$ cat config.mk
export PLATFORM = sky130hd
export DESIGN_NAME = spi_serial_port
export DESIGN_NICKNAME = d
export VERILOG_FILES = /design/src/rtl/spi_port_pkg.sv /design/src/rtl/spi_serial_port.sv
export VERILOG_INCLUDE_DIRS = /design/src /design/src/rtl
export SDC_FILE = /design/constraint.sdc
export NUM_CORES = 1
export LEC_CHECK = 0
export BUFFER_PORTS_ARGS = -buffer_cell sky130_fd_sc_hd__clkbuf_2
export CORE_ASPECT_RATIO = 0.9
export CORE_UTILIZATION = 55
export CTS_CLUSTER_DIAMETER = 30
export DETAILED_ROUTE_END_ITERATION = 8
export PLACE_DENSITY = 0.74
export SLEW_MARGIN = 20
export SYNTH_ARGS = -nofsm -noshare
export SYNTH_HDL_FRONTEND = slang
export SYNTH_SLANG_ARGS = --single-unit
$ cat constraint.sdc
create_clock -name sys_clk_i -period 6.86 [get_ports sys_clk_i]
set_clock_uncertainty 0.15 [all_clocks]
set_input_delay 1.372 -clock sys_clk_i [delete_from_list [all_inputs] [get_ports sys_clk_i]]
set_output_delay 1.372 -clock sys_clk_i [all_outputs]
set_load 0.02 [all_outputs]
$ cat src/rtl/spi_port_cfg.svh
// Offsets, field positions, reset values and timing counts of the serial port
`ifndef SPI_PORT_CFG_SVH
`define SPI_PORT_CFG_SVH

// ----------------------------------------------------------------------------
// Register offsets
// ----------------------------------------------------------------------------
`define OFS_DATA_BUFFER   3'h0
`define OFS_CONTROL_ONE   3'h1
`define OFS_STATUS        3'h2
`define OFS_OPEN_DRAIN    3'h3
`define OFS_PERIPH_DIS    3'h4
`define OFS_INTR_CTRL     3'h5

// ----------------------------------------------------------------------------
// Field positions
// ----------------------------------------------------------------------------
`define CTL_WRITE_COLLISION_FLAG_BIT      7
`define CTL_OVF_BIT       6
`define CTL_EN_BIT        5
`define CTL_CKP_BIT       4
`define STS_SMP_BIT       7
`define STS_CKE_BIT       6
`define STS_BF_BIT        0
`define OD_PORT_BIT       7
`define PMD_PORT_BIT      0
`define INT_FLAG_BIT      7
`define INT_EN_BIT        0

// ----------------------------------------------------------------------------
// Mode codes and reset value
// ----------------------------------------------------------------------------
`define MODE_M_DIV4       4'h0
`define MODE_M_DIV16      4'h1
`define MODE_M_DIV64      4'h2
`define MODE_M_TIMER_TWO       4'h3
`define MODE_S_SSCTL      4'h4
`define MODE_S_NOSS       4'h5
`define MODE_M_DIV8       4'ha
`define REG_RESET         8'h00

// ----------------------------------------------------------------------------
// Half bit periods in system clocks (bit period = clock / 4, 8, 16, 64)
// ----------------------------------------------------------------------------
`define HALF_DIV4         6'h02
`define HALF_DIV8         6'h04
`define HALF_DIV16        6'h08
`define HALF_DIV64        6'h20
`define BYTE_HALVES       5'h0f
`define BYTE_HALVES_EXT   5'h10
`define LAST_BIT          4'h7

`endif

$ cat src/rtl/spi_port_pkg.sv
// Types of the serial port: engine states and the packed state record
package spi_port_pkg;

    typedef enum logic [0:0] {
        ST_IDLE = 1'b0,
        ST_RUN  = 1'b1
    } run_state_t;

    typedef struct packed {
        logic [7:0] data_buf;
        logic       write_collision_flag;
        logic       ovf;
        logic       en;
        logic       clock_polarity;
        logic [3:0] mode;
        logic       input_sample_phase;
        logic       cke;
        logic       bf;
        logic       od;
        logic       pmd;
        logic       ie;
        logic       flag;
        run_state_t st;
        logic [4:0] hcnt;
        logic [5:0] div;
        logic [7:0] tx_sh;
        logic [7:0] rx_sh;
        logic [3:0] bitcnt;
        logic       sck;
        logic       sdo;
        logic       sck_prev;
        logic       sck_m;
        logic       sck_s;
        logic       sdi_m;
        logic       sdi_s;
        logic       ss_m;
        logic       ss_s;
        logic       slp_m;
        logic       slp_s;
        logic [7:0] rdata;
        logic [1:0] smp_p;
        logic [1:0] cmp_p;
    } state_t;

endpackage : spi_port_pkg

$ cat src/rtl/spi_serial_port.sv
// Serial port in SPI mode: register slave, master clock engine and slave shifter
`timescale 1ns/1ps
`include "spi_port_cfg.svh"

module spi_serial_port #(
    parameter int ADDR_W = 3
) (
    input  wire logic              sys_clk_i,
    input  wire logic              reset_n_i,
    input  wire logic [ADDR_W-1:0] addr_i,
    input  wire logic [7:0]        wdata_i,
    input  wire logic              wr_i,
    input  wire logic              rd_i,
    output logic [7:0]             rdata_o,
    input  wire logic              timer_two_tick_i,
    input  wire logic              sleep_i,
    input  wire logic              sck_i,
    output logic                   sck_o,
    output logic                   sck_oe_n_o,
    input  wire logic              sdi_i,
    output logic                   sdo_o,
    output logic                   sdo_oe_n_o,
    input  wire logic              ss_n_i,
    output logic                   port_interrupt_flag_o,
    output logic                   wake_o
);
    import spi_port_pkg::*;

    spi_port_pkg::state_t state_r;
    spi_port_pkg::state_t state_nxt;

    // ------------------------------------------------------------------------
    // Mode decode
    // ------------------------------------------------------------------------
    logic       is_master;
    logic       is_slave;
    logic       ss_ctl;
    logic       serial_rst;
    logic       busy;
    logic [5:0] half_len;

    always_comb
    begin
        is_master = (state_r.mode == `MODE_M_DIV4) || (state_r.mode == `MODE_M_DIV16) ||
                    (state_r.mode == `MODE_M_DIV64) || (state_r.mode == `MODE_M_TIMER_TWO) ||
                    (state_r.mode == `MODE_M_DIV8);
        is_slave  = (state_r.mode == `MODE_S_SSCTL) || (state_r.mode == `MODE_S_NOSS);
        ss_ctl    = (state_r.mode == `MODE_S_SSCTL);
        // Select high (slave with select control only), enable low or peripheral disable forces the shifter back to bit zero
        serial_rst = !state_r.en || state_r.pmd || (is_slave && ss_ctl && state_r.ss_s);
        busy       = (state_r.st == ST_RUN) || (is_slave && state_r.bitcnt != 4'h0) ||
                     (state_r.cmp_p != 2'b00);
        unique case (state_r.mode)
            `MODE_M_DIV16: half_len = `HALF_DIV16;
            `MODE_M_DIV64: half_len = `HALF_DIV64;
            `MODE_M_DIV8:  half_len = `HALF_DIV8;
            default:       half_len = `HALF_DIV4;
        endcase
    end

    // ------------------------------------------------------------------------
    // Next state
    // ------------------------------------------------------------------------
    logic       tick;
    logic       leading;
    logic       out_edge;
    logic       sample;
    logic       done;
    logic       complete;
    logic [7:0] rx_new;
    logic       buf_wr;

    always_comb
    begin
        state_nxt = state_r;
        tick      = 1'b0;
        leading   = 1'b0;
        out_edge  = 1'b0;
        sample    = 1'b0;
        done      = 1'b0;
        complete  = 1'b0;
        rx_new    = {state_r.rx_sh[6:0], state_r.sdi_s};
        buf_wr    = wr_i && (addr_i == `OFS_DATA_BUFFER);

        // Pins cross into this domain through two flops each
        state_nxt.sck_m = sck_i;
        state_nxt.sck_s = state_r.sck_m;
        state_nxt.sdi_m = sdi_i;
        state_nxt.sdi_s = state_r.sdi_m;
        state_nxt.ss_m  = ss_n_i;
        state_nxt.ss_s  = state_r.ss_m;
        state_nxt.slp_m = sleep_i;
        state_nxt.slp_s = state_r.slp_m;
        state_nxt.sck_prev = state_r.sck_s;

        // Register writes
        if (wr_i)
        begin
            unique case (addr_i)
                `OFS_DATA_BUFFER:
                begin
                    if (busy)
                    begin
                        state_nxt.write_collision_flag = 1'b1;
                    end
                    else
                    begin
                        state_nxt.data_buf = wdata_i;
                        state_nxt.tx_sh    = wdata_i;
                        if (state_r.cke)
                        begin
                            // MSB shown before the first clock edge
                            state_nxt.sdo   = wdata_i[7];
                            state_nxt.tx_sh = {wdata_i[6:0], 1'b0};
                        end
                        if (is_master && !serial_rst)
                        begin
                            state_nxt.st   = ST_RUN;
                            state_nxt.hcnt = 5'h00;
                            state_nxt.div  = 6'h00;
                        end
                    end
                end
                `OFS_CONTROL_ONE:
                begin
                    state_nxt.write_collision_flag = wdata_i[`CTL_WRITE_COLLISION_FLAG_BIT];
                    state_nxt.ovf  = wdata_i[`CTL_OVF_BIT];
                    state_nxt.en   = wdata_i[`CTL_EN_BIT];
                    state_nxt.clock_polarity  = wdata_i[`CTL_CKP_BIT];
                    state_nxt.mode = wdata_i[3:0];
                end
                `OFS_STATUS:
                begin
                    state_nxt.input_sample_phase = wdata_i[`STS_SMP_BIT];
                    state_nxt.cke = wdata_i[`STS_CKE_BIT];
                end
                `OFS_OPEN_DRAIN: state_nxt.od  = wdata_i[`OD_PORT_BIT];
                `OFS_PERIPH_DIS: state_nxt.pmd = wdata_i[`PMD_PORT_BIT];
                `OFS_INTR_CTRL:
                begin
                    state_nxt.ie   = wdata_i[`INT_EN_BIT];
                    state_nxt.flag = wdata_i[`INT_FLAG_BIT];
                end
                default: ;
            endcase
        end

        // Register reads, data valid only in the following cycle
        state_nxt.rdata = 8'h00;
        if (rd_i)
        begin
            unique case (addr_i)
                `OFS_DATA_BUFFER:
                begin
                    state_nxt.rdata = state_r.data_buf;
                    state_nxt.bf    = 1'b0;
                end
                `OFS_CONTROL_ONE: state_nxt.rdata = {state_r.write_collision_flag, state_r.ovf, state_r.en, state_r.clock_polarity, state_r.mode};
                `OFS_STATUS:      state_nxt.rdata = {state_r.input_sample_phase, state_r.cke, 5'h00, state_r.bf};
                `OFS_OPEN_DRAIN:  state_nxt.rdata = {state_r.od, 7'h00};
                `OFS_PERIPH_DIS:  state_nxt.rdata = {7'h00, state_r.pmd};
                `OFS_INTR_CTRL:   state_nxt.rdata = {state_r.flag, 6'h00, state_r.ie};
                default:          state_nxt.rdata = 8'h00;
            endcase
        end

        // Pin sync delays data-in by two clocks, so master samples and the finish lag as much
        state_nxt.smp_p = {state_r.smp_p[0], 1'b0};
        state_nxt.cmp_p = {state_r.cmp_p[0], 1'b0};
        if (state_r.smp_p[1])
        begin
            state_nxt.rx_sh = rx_new;
        end
        if (state_r.cmp_p[1])
        begin
            complete = 1'b1;
        end

        // Master engine: sixteen half periods per byte, frozen while asleep
        if (is_master && state_r.st == ST_RUN && !state_r.slp_s)
        begin
            if (state_r.mode == `MODE_M_TIMER_TWO)
            begin
                tick = timer_two_tick_i;
            end
            else
            begin
                tick          = (state_r.div == half_len - 6'h01);
                state_nxt.div = tick ? 6'h00 : state_r.div + 6'h01;
            end
            if (tick)
            begin
                leading  = !state_r.hcnt[0];
                out_edge = state_r.cke ? !leading : leading;
                if (state_r.hcnt <= `BYTE_HALVES)
                begin
                    state_nxt.sck = !state_r.sck;
                end
                // Sample mid bit, or at the bit's end when the sample bit is set
                if (state_r.input_sample_phase)
                begin
                    sample = state_r.cke ? !leading
                                         : (leading && state_r.hcnt != 5'h00) || state_r.hcnt == `BYTE_HALVES_EXT;
                end
                else
                begin
                    sample = !out_edge && state_r.hcnt <= `BYTE_HALVES;
                end
                if (out_edge && state_r.hcnt <= `BYTE_HALVES)
                begin
                    state_nxt.sdo   = state_r.tx_sh[7];
                    state_nxt.tx_sh = {state_r.tx_sh[6:0], 1'b0};
                end
                // Data-out direction plays no part: data-in is sampled regardless
                if (sample)
                begin
                    state_nxt.smp_p[0] = 1'b1;
                end
                done = (state_r.cke || !state_r.input_sample_phase) ? state_r.hcnt == `BYTE_HALVES
                                                     : state_r.hcnt == `BYTE_HALVES_EXT;
                state_nxt.hcnt = state_r.hcnt + 5'h01;
                if (done)
                begin
                    state_nxt.st       = ST_IDLE;
                    state_nxt.cmp_p[0] = 1'b1;
                end
            end
        end
        else if (state_r.st != ST_RUN)
        begin
            state_nxt.sck = state_r.clock_polarity;
        end

        // Slave shifter: runs on external clock edges, sleep or not
        if (is_slave && !serial_rst && state_r.sck_s != state_r.sck_prev)
        begin
            leading  = (state_r.sck_prev == state_r.clock_polarity);
            out_edge = state_r.cke ? !leading : leading;
            if (out_edge)
            begin
                state_nxt.sdo   = state_r.tx_sh[7];
                state_nxt.tx_sh = {state_r.tx_sh[6:0], 1'b0};
            end
            else
            begin
                state_nxt.rx_sh  = rx_new;
                state_nxt.bitcnt = state_r.bitcnt + 4'h1;
                if (state_r.bitcnt == `LAST_BIT)
                begin
                    state_nxt.bitcnt = 4'h0;
                    complete         = 1'b1;
                end
            end
        end

        // A finished byte lands in the buffer unless a slave finds it still full; hardware sets win over clears
        if (complete)
        begin
            state_nxt.flag = 1'b1;
            if (is_slave && state_r.bf)
            begin
                state_nxt.ovf = 1'b1;
            end
            else
            begin
                state_nxt.data_buf = state_nxt.rx_sh;
                state_nxt.bf       = 1'b1;
            end
        end

        // Serial reset abandons the byte in flight
        if (serial_rst)
        begin
            state_nxt.bitcnt = 4'h0;
            state_nxt.st     = ST_IDLE;
            state_nxt.hcnt   = 5'h00;
            state_nxt.div    = 6'h00;
            state_nxt.sck    = state_r.clock_polarity;
            state_nxt.smp_p  = 2'b00;
            state_nxt.cmp_p  = 2'b00;
        end
    end

    always_ff @(posedge sys_clk_i or negedge reset_n_i)
    begin
        if (!reset_n_i)
        begin
            state_r <= '0;
        end
        else
        begin
            state_r <= state_nxt;
        end
    end

    // ------------------------------------------------------------------------
    // Pin drivers
    // ------------------------------------------------------------------------
    logic drive_sck;
    logic drive_sdo;

    // Open-drain only ever pulls low; a high level comes from the pull-up
    always_comb
    begin
        drive_sck  = state_r.en && !state_r.pmd && is_master;
        drive_sdo  = state_r.en && !state_r.pmd &&
                     (is_master || (is_slave && !(ss_ctl && state_r.ss_s)));
        sck_o      = state_r.od ? 1'b0 : state_r.sck;
        sck_oe_n_o = !(drive_sck && !(state_r.od && state_r.sck));
        sdo_o      = state_r.od ? 1'b0 : state_r.sdo;
        sdo_oe_n_o = !(drive_sdo && !(state_r.od && state_r.sdo));
    end

    assign rdata_o               = state_r.rdata;
    assign port_interrupt_flag_o = state_r.flag;
    assign wake_o                = state_r.flag && state_r.ie;

    // ------------------------------------------------------------------------
    // Assertions
    // ------------------------------------------------------------------------
    property p_od_low;
        @(posedge sys_clk_i) disable iff (!reset_n_i)
        (state_r.od && !sdo_oe_n_o) |-> !sdo_o && (sck_oe_n_o || !sck_o);
    endproperty
    a_od_low: assert property (p_od_low) else $error("open-drain pin driven high");

    property p_disabled_float;
        @(posedge sys_clk_i) disable iff (!reset_n_i)
        !state_r.en |-> sdo_oe_n_o && sck_oe_n_o;
    endproperty
    a_disabled_float: assert property (p_disabled_float) else $error("pin driven while disabled");

    property p_write_starts;
        @(posedge sys_clk_i) disable iff (!reset_n_i)
        (buf_wr && is_master && !busy && !serial_rst) |=> state_r.st == ST_RUN && state_r.hcnt == 5'h00;
    endproperty
    a_write_starts: assert property (p_write_starts) else $error("buffer write did not start transfer");

    property p_msb_first;
        @(posedge sys_clk_i) disable iff (!reset_n_i)
        (buf_wr && !busy && state_r.cke) |=> state_r.sdo == $past(wdata_i[7]);
    endproperty
    a_msb_first: assert property (p_msb_first) else $error("first bit is not the MSB");

    property p_idle_level;
        @(posedge sys_clk_i) disable iff (!reset_n_i)
        (state_r.st == ST_IDLE && $past(state_r.st) == ST_IDLE && $stable(state_r.clock_polarity)) |-> state_r.sck == state_r.clock_polarity;
    endproperty
    a_idle_level: assert property (p_idle_level) else $error("clock not at idle level");

    property p_done_flag;
        @(posedge sys_clk_i) disable iff (!reset_n_i)
        complete |=> state_r.flag && (state_r.bf || state_r.ovf);
    endproperty
    a_done_flag: assert property (p_done_flag) else $error("completion did not raise the flag");

    property p_ss_release;
        @(posedge sys_clk_i) disable iff (!reset_n_i)
        (is_slave && ss_ctl && state_r.ss_s) |-> sdo_oe_n_o ##1 state_r.bitcnt == 4'h0;
    endproperty
    a_ss_release: assert property (p_ss_release) else $error("select high but still driving");

    property p_disable_clears;
        @(posedge sys_clk_i) disable iff (!reset_n_i)
        (!state_r.en) |=> state_r.bitcnt == 4'h0 && state_r.st == ST_IDLE;
    endproperty
    a_disable_clears: assert property (p_disable_clears) else $error("bit counter kept on disable");

    property p_sleep_freeze;
        @(posedge sys_clk_i) disable iff (!reset_n_i)
        (is_master && state_r.st == ST_RUN && state_r.slp_s && !wr_i && state_r.en && !state_r.pmd)
            |=> $stable(state_r.hcnt) && $stable(state_r.sck);
    endproperty
    a_sleep_freeze: assert property (p_sleep_freeze) else $error("master moved during sleep");

    property p_wake;
        @(posedge sys_clk_i) disable iff (!reset_n_i)
        complete && state_r.ie && !wr_i |=> wake_o;
    endproperty
    a_wake: assert property (p_wake) else $error("completion did not wake");

    property p_collision;
        @(posedge sys_clk_i) disable iff (!reset_n_i)
        (buf_wr && busy) |=> state_r.write_collision_flag;
    endproperty
    a_collision: assert property (p_collision) else $error("collision not flagged");

endmodule : spi_serial_port

==> impl_results.md <==
* Sw frac at 29.6%
* Share of cells above drive strength 1 at roughly a quarter
* Drt initial violations at 109
* Vias in the first global route at 2838
* Num rows at 29
* Slew HR at 35.3%
* CP max stage cell: dfrtp_1
* Largest net degree at the start of global routing at 79
* Die span in x at approximately 93 um
* Crit path cell chain: nor2_1 -> nand2_1 -> or2_2 -> ha_1 -> xor2_1 -> a211o_1 -> a221oi_2 -> a31oi_1 -> buf_4 -> o31a_1 -> mux2_1
* Via count at 2893
* DRT antenna net count at 0
* RSZ-0062 raised after global routing: false
* Post-CTS setup buffers at 0
* Max-Cap Viols at 0
* CTS Hold Buffers Added at 0
* Initial DRT Pass Iterations at 5
* # DRC at 0
* Slew @ Worst Pin at 0.970 ns
* CTS H-tree lvls at 3
* GP Congestion at 0.813
* Reg clk slew, reported paths at 0.08 ns
* Final Setup Violations at 0
* Post-synth top cells: dfrtp_1 (78), mux2_2 (41), nand2_1 (27)
* Global-route wire length before repair at 13800 um
* Flip-flop and latch count after synthesis at between 70 and 80
* Int Power at 0.810 mW
* Starting Density at ~57%
* Status: finished clean
* Sinks on Clock Net at 78
* PortBufs at 33
* Final Cycle Share at 53.2%
* Area leader, netlist: dfrtp_1
* Cell with the most instances after synthesis: dfrtp_1
* Critical Path Start Type: flop
* Seq pwr share at 49.6%
* Sw Pwr at about 0.34 mW
* Critical-path maximum fanout at 17
* Leakage at about 2 nW
* Total Nets Final at 432
* Routed wire length at 7990 um
* Combinational power share at 20.0%
* Core Footprint at 7110 um2
* Number of I/O pins at 34
* Diodes inserted at 0
* Slowest stage delay, CP at about 0.48 ns
* TritonCTS clock tree: done
* Initial antenna violation count at 0
* Max IR drop VDD at approximately 0.14 mV
* Setup TNS at 0 ns
* Async SR Flop Fraction at 100%
* CTS resizes at 0
* Tot GR Track Use at 22.9%
* Aggregate global routing overflow at 0
* Clk buf depth at 2
* Worst path top cell family by delay: compound AO/OA/AOI/OAI gates
* EDFF count, synth at 0
* Syn Nets at 411
* Power share of the clock group at 30.4%
* Worst Path Arrival at 3.73 ns
* Fmax at 0.274 GHz
* Worst slack, placed at ~2.9 ns
* Crit Path Class: flop to flop
* Yosys top cell area share at 47.8%
* DP Wirelength at approximately 5600 um
* Avg Cell Area, Syn at around 11 um2
* Buf+Inv Stages, Crit Path at 1
* Synth top area cells: dfrtp_1 (48%), mux2_2 (11%), mux2i_1 (3.9%)
* Via/cell ratio at 5.75
* Die H at 83.7 um
* Final slew viol count at 0
* Setup WS post-layout at 3.21 ns
* Clk_lat worst skew at 0.34 ns
* Post-synthesis sequential area ratio at 47.8%
* Area delta synth->final at 9.07%
* Min Clock Period, post-route at about 3.6 ns
* Post-synth cell types at 54
* Mapped Area at 4080 um2
* Number of synthesis warnings at 0
* Most common flop cell mapped by yosys: dfrtp_1
* Pwr/cell area at 258 nW/um2
* Root Buffer: clkbuf_8
* Worst Hold Class: flop to flop
* Cts bufs inserted at 9
* Die area at 7770 um2
* WP data required at 6.94 ns
* CP Capture Type: flop
* DR WL/cell at 15.9 um
* Final Hold Viols at 0
* Syn Inst Count at about 380
[layout by cell type (no fill, tap or decap), types with 3 or more instances in the layout]
cell,n
buf_4,3
xnor2_1,5
xor2_1,6
or3b_2,4
mux2_2,41
nor3b_1,4
or3_1,3
o21ai_0,21
a22oi_1,3
and3_1,3
nand3_1,19
nor2_1,24
and2_1,6
clkbuf_2,32
nand4_1,6
nand2_1,27
mux2i_1,16
nor2b_1,8
clkbuf_8,11
a31oi_1,8
dfrtp_1,78
ha_1,7
or2_2,3
nand3b_1,3
a21oi_1,15
inv_1,12
nand2b_1,6
[worst register-to-register path: cells and delay by family, from the launching register on]
family          cells  cell delay [ns]
compound gates      4             1.21
simple gates        3             0.77
flops               1             0.48
mux                 1             0.37
fa+ha+maj           1             0.21
buf+inv             1             0.20
xor+xnor            1             0.15
[cell families (layout without fill, tap and decap cells)]
group | after synthesis | after routing | synth area share, %
fa+ha+maj | 7 | 7 | 2.15
xor+xnor | 11 | 11 | 2.36
mux | 58 | 58 | 15.5
compound gates | 67 | 67 | 11.0
buf+inv | 37 | 63 | 4.29
simple gates | 126 | 126 | 16.9
flops | 78 | 78 | 47.8
[state kept, by name, indices dropped and copies added, names as in the netlist]
signal	flops
state_nxt	5
port_interrupt_flag_o	1
state_r	56
rdata_o	8
rx_new	8
[final timing paths]
check                                         from                     to  slack (ns)  cells after the start
setup / recovery           state_r[65]$_DFFE_PN0P_  state_r[21]$_DFF_PN0_        3.21                     11
hold / removal             state_nxt[12]$_DFF_PN0_  state_r[12]$_DFF_PN0_        0.20                      0
setup reg to reg           state_r[65]$_DFFE_PN0P_  state_r[21]$_DFF_PN0_        3.21                     11
hold reg to reg            state_nxt[12]$_DFF_PN0_  state_r[12]$_DFF_PN0_        0.20                      0
max in group asynchronous                reset_n_i  state_r[12]$_DFF_PN0_        4.91                      1
min in group asynchronous                reset_n_i   rdata_o[0]$_DFF_PN0_        1.03                      1
[layer usage]
layer | GRT usage [%] | wire [um] | vias up
met1 | 31.2 | 3760 | 1428
met2 | 36.7 | 3830 | 58
met5 | 0 | 0 | -
met4 | 7.69 | 102 | 0
met3 | 4.46 | 305 | 10
li1 | - | - | 1397
[metrics by stage]
stage / area (um2) / total power [mW] / util [%] / instances / hold slack (ns)
after floorplan: 4080 / 0.741 / - / 384 / 0.181
after global placement: 4240 / 0.797 / 59.7 / 486 / 0.182
after detailed placement: 4240 / 0.807 / 59.7 / 486 / 0.186
after CTS: 4450 / 1.16 / 62.5 / 502 / 0.204
after global routing: 4450 / 1.21 / 62.6 / 503 / 0.214
final: 4450 / 1.15 / 62.6 / 503 / 0.201
[power by group through the flow]
stage,sequential [mW],combinational [mW],clock [mW]
final,0.570,0.230,0.350
after global routing,0.579,0.257,0.376
after CTS,0.569,0.230,0.359
after detailed placement,0.579,0.229,0
after global placement,0.576,0.222,0
after floorplan,0.553,0.188,0
[final cells by class]
type | instances | area (um2)
sequential | 78 | 1950
clock inverter | 3 | 42.5
fill | 601 | 2660
inverter | 12 | 45.0
clock buffer | 13 | 159
tap | 93 | 116
timing repair buffer | 35 | 183
multi-input combinational | 269 | 1960
No activity file was read; power rests on OpenSTA's default activity.
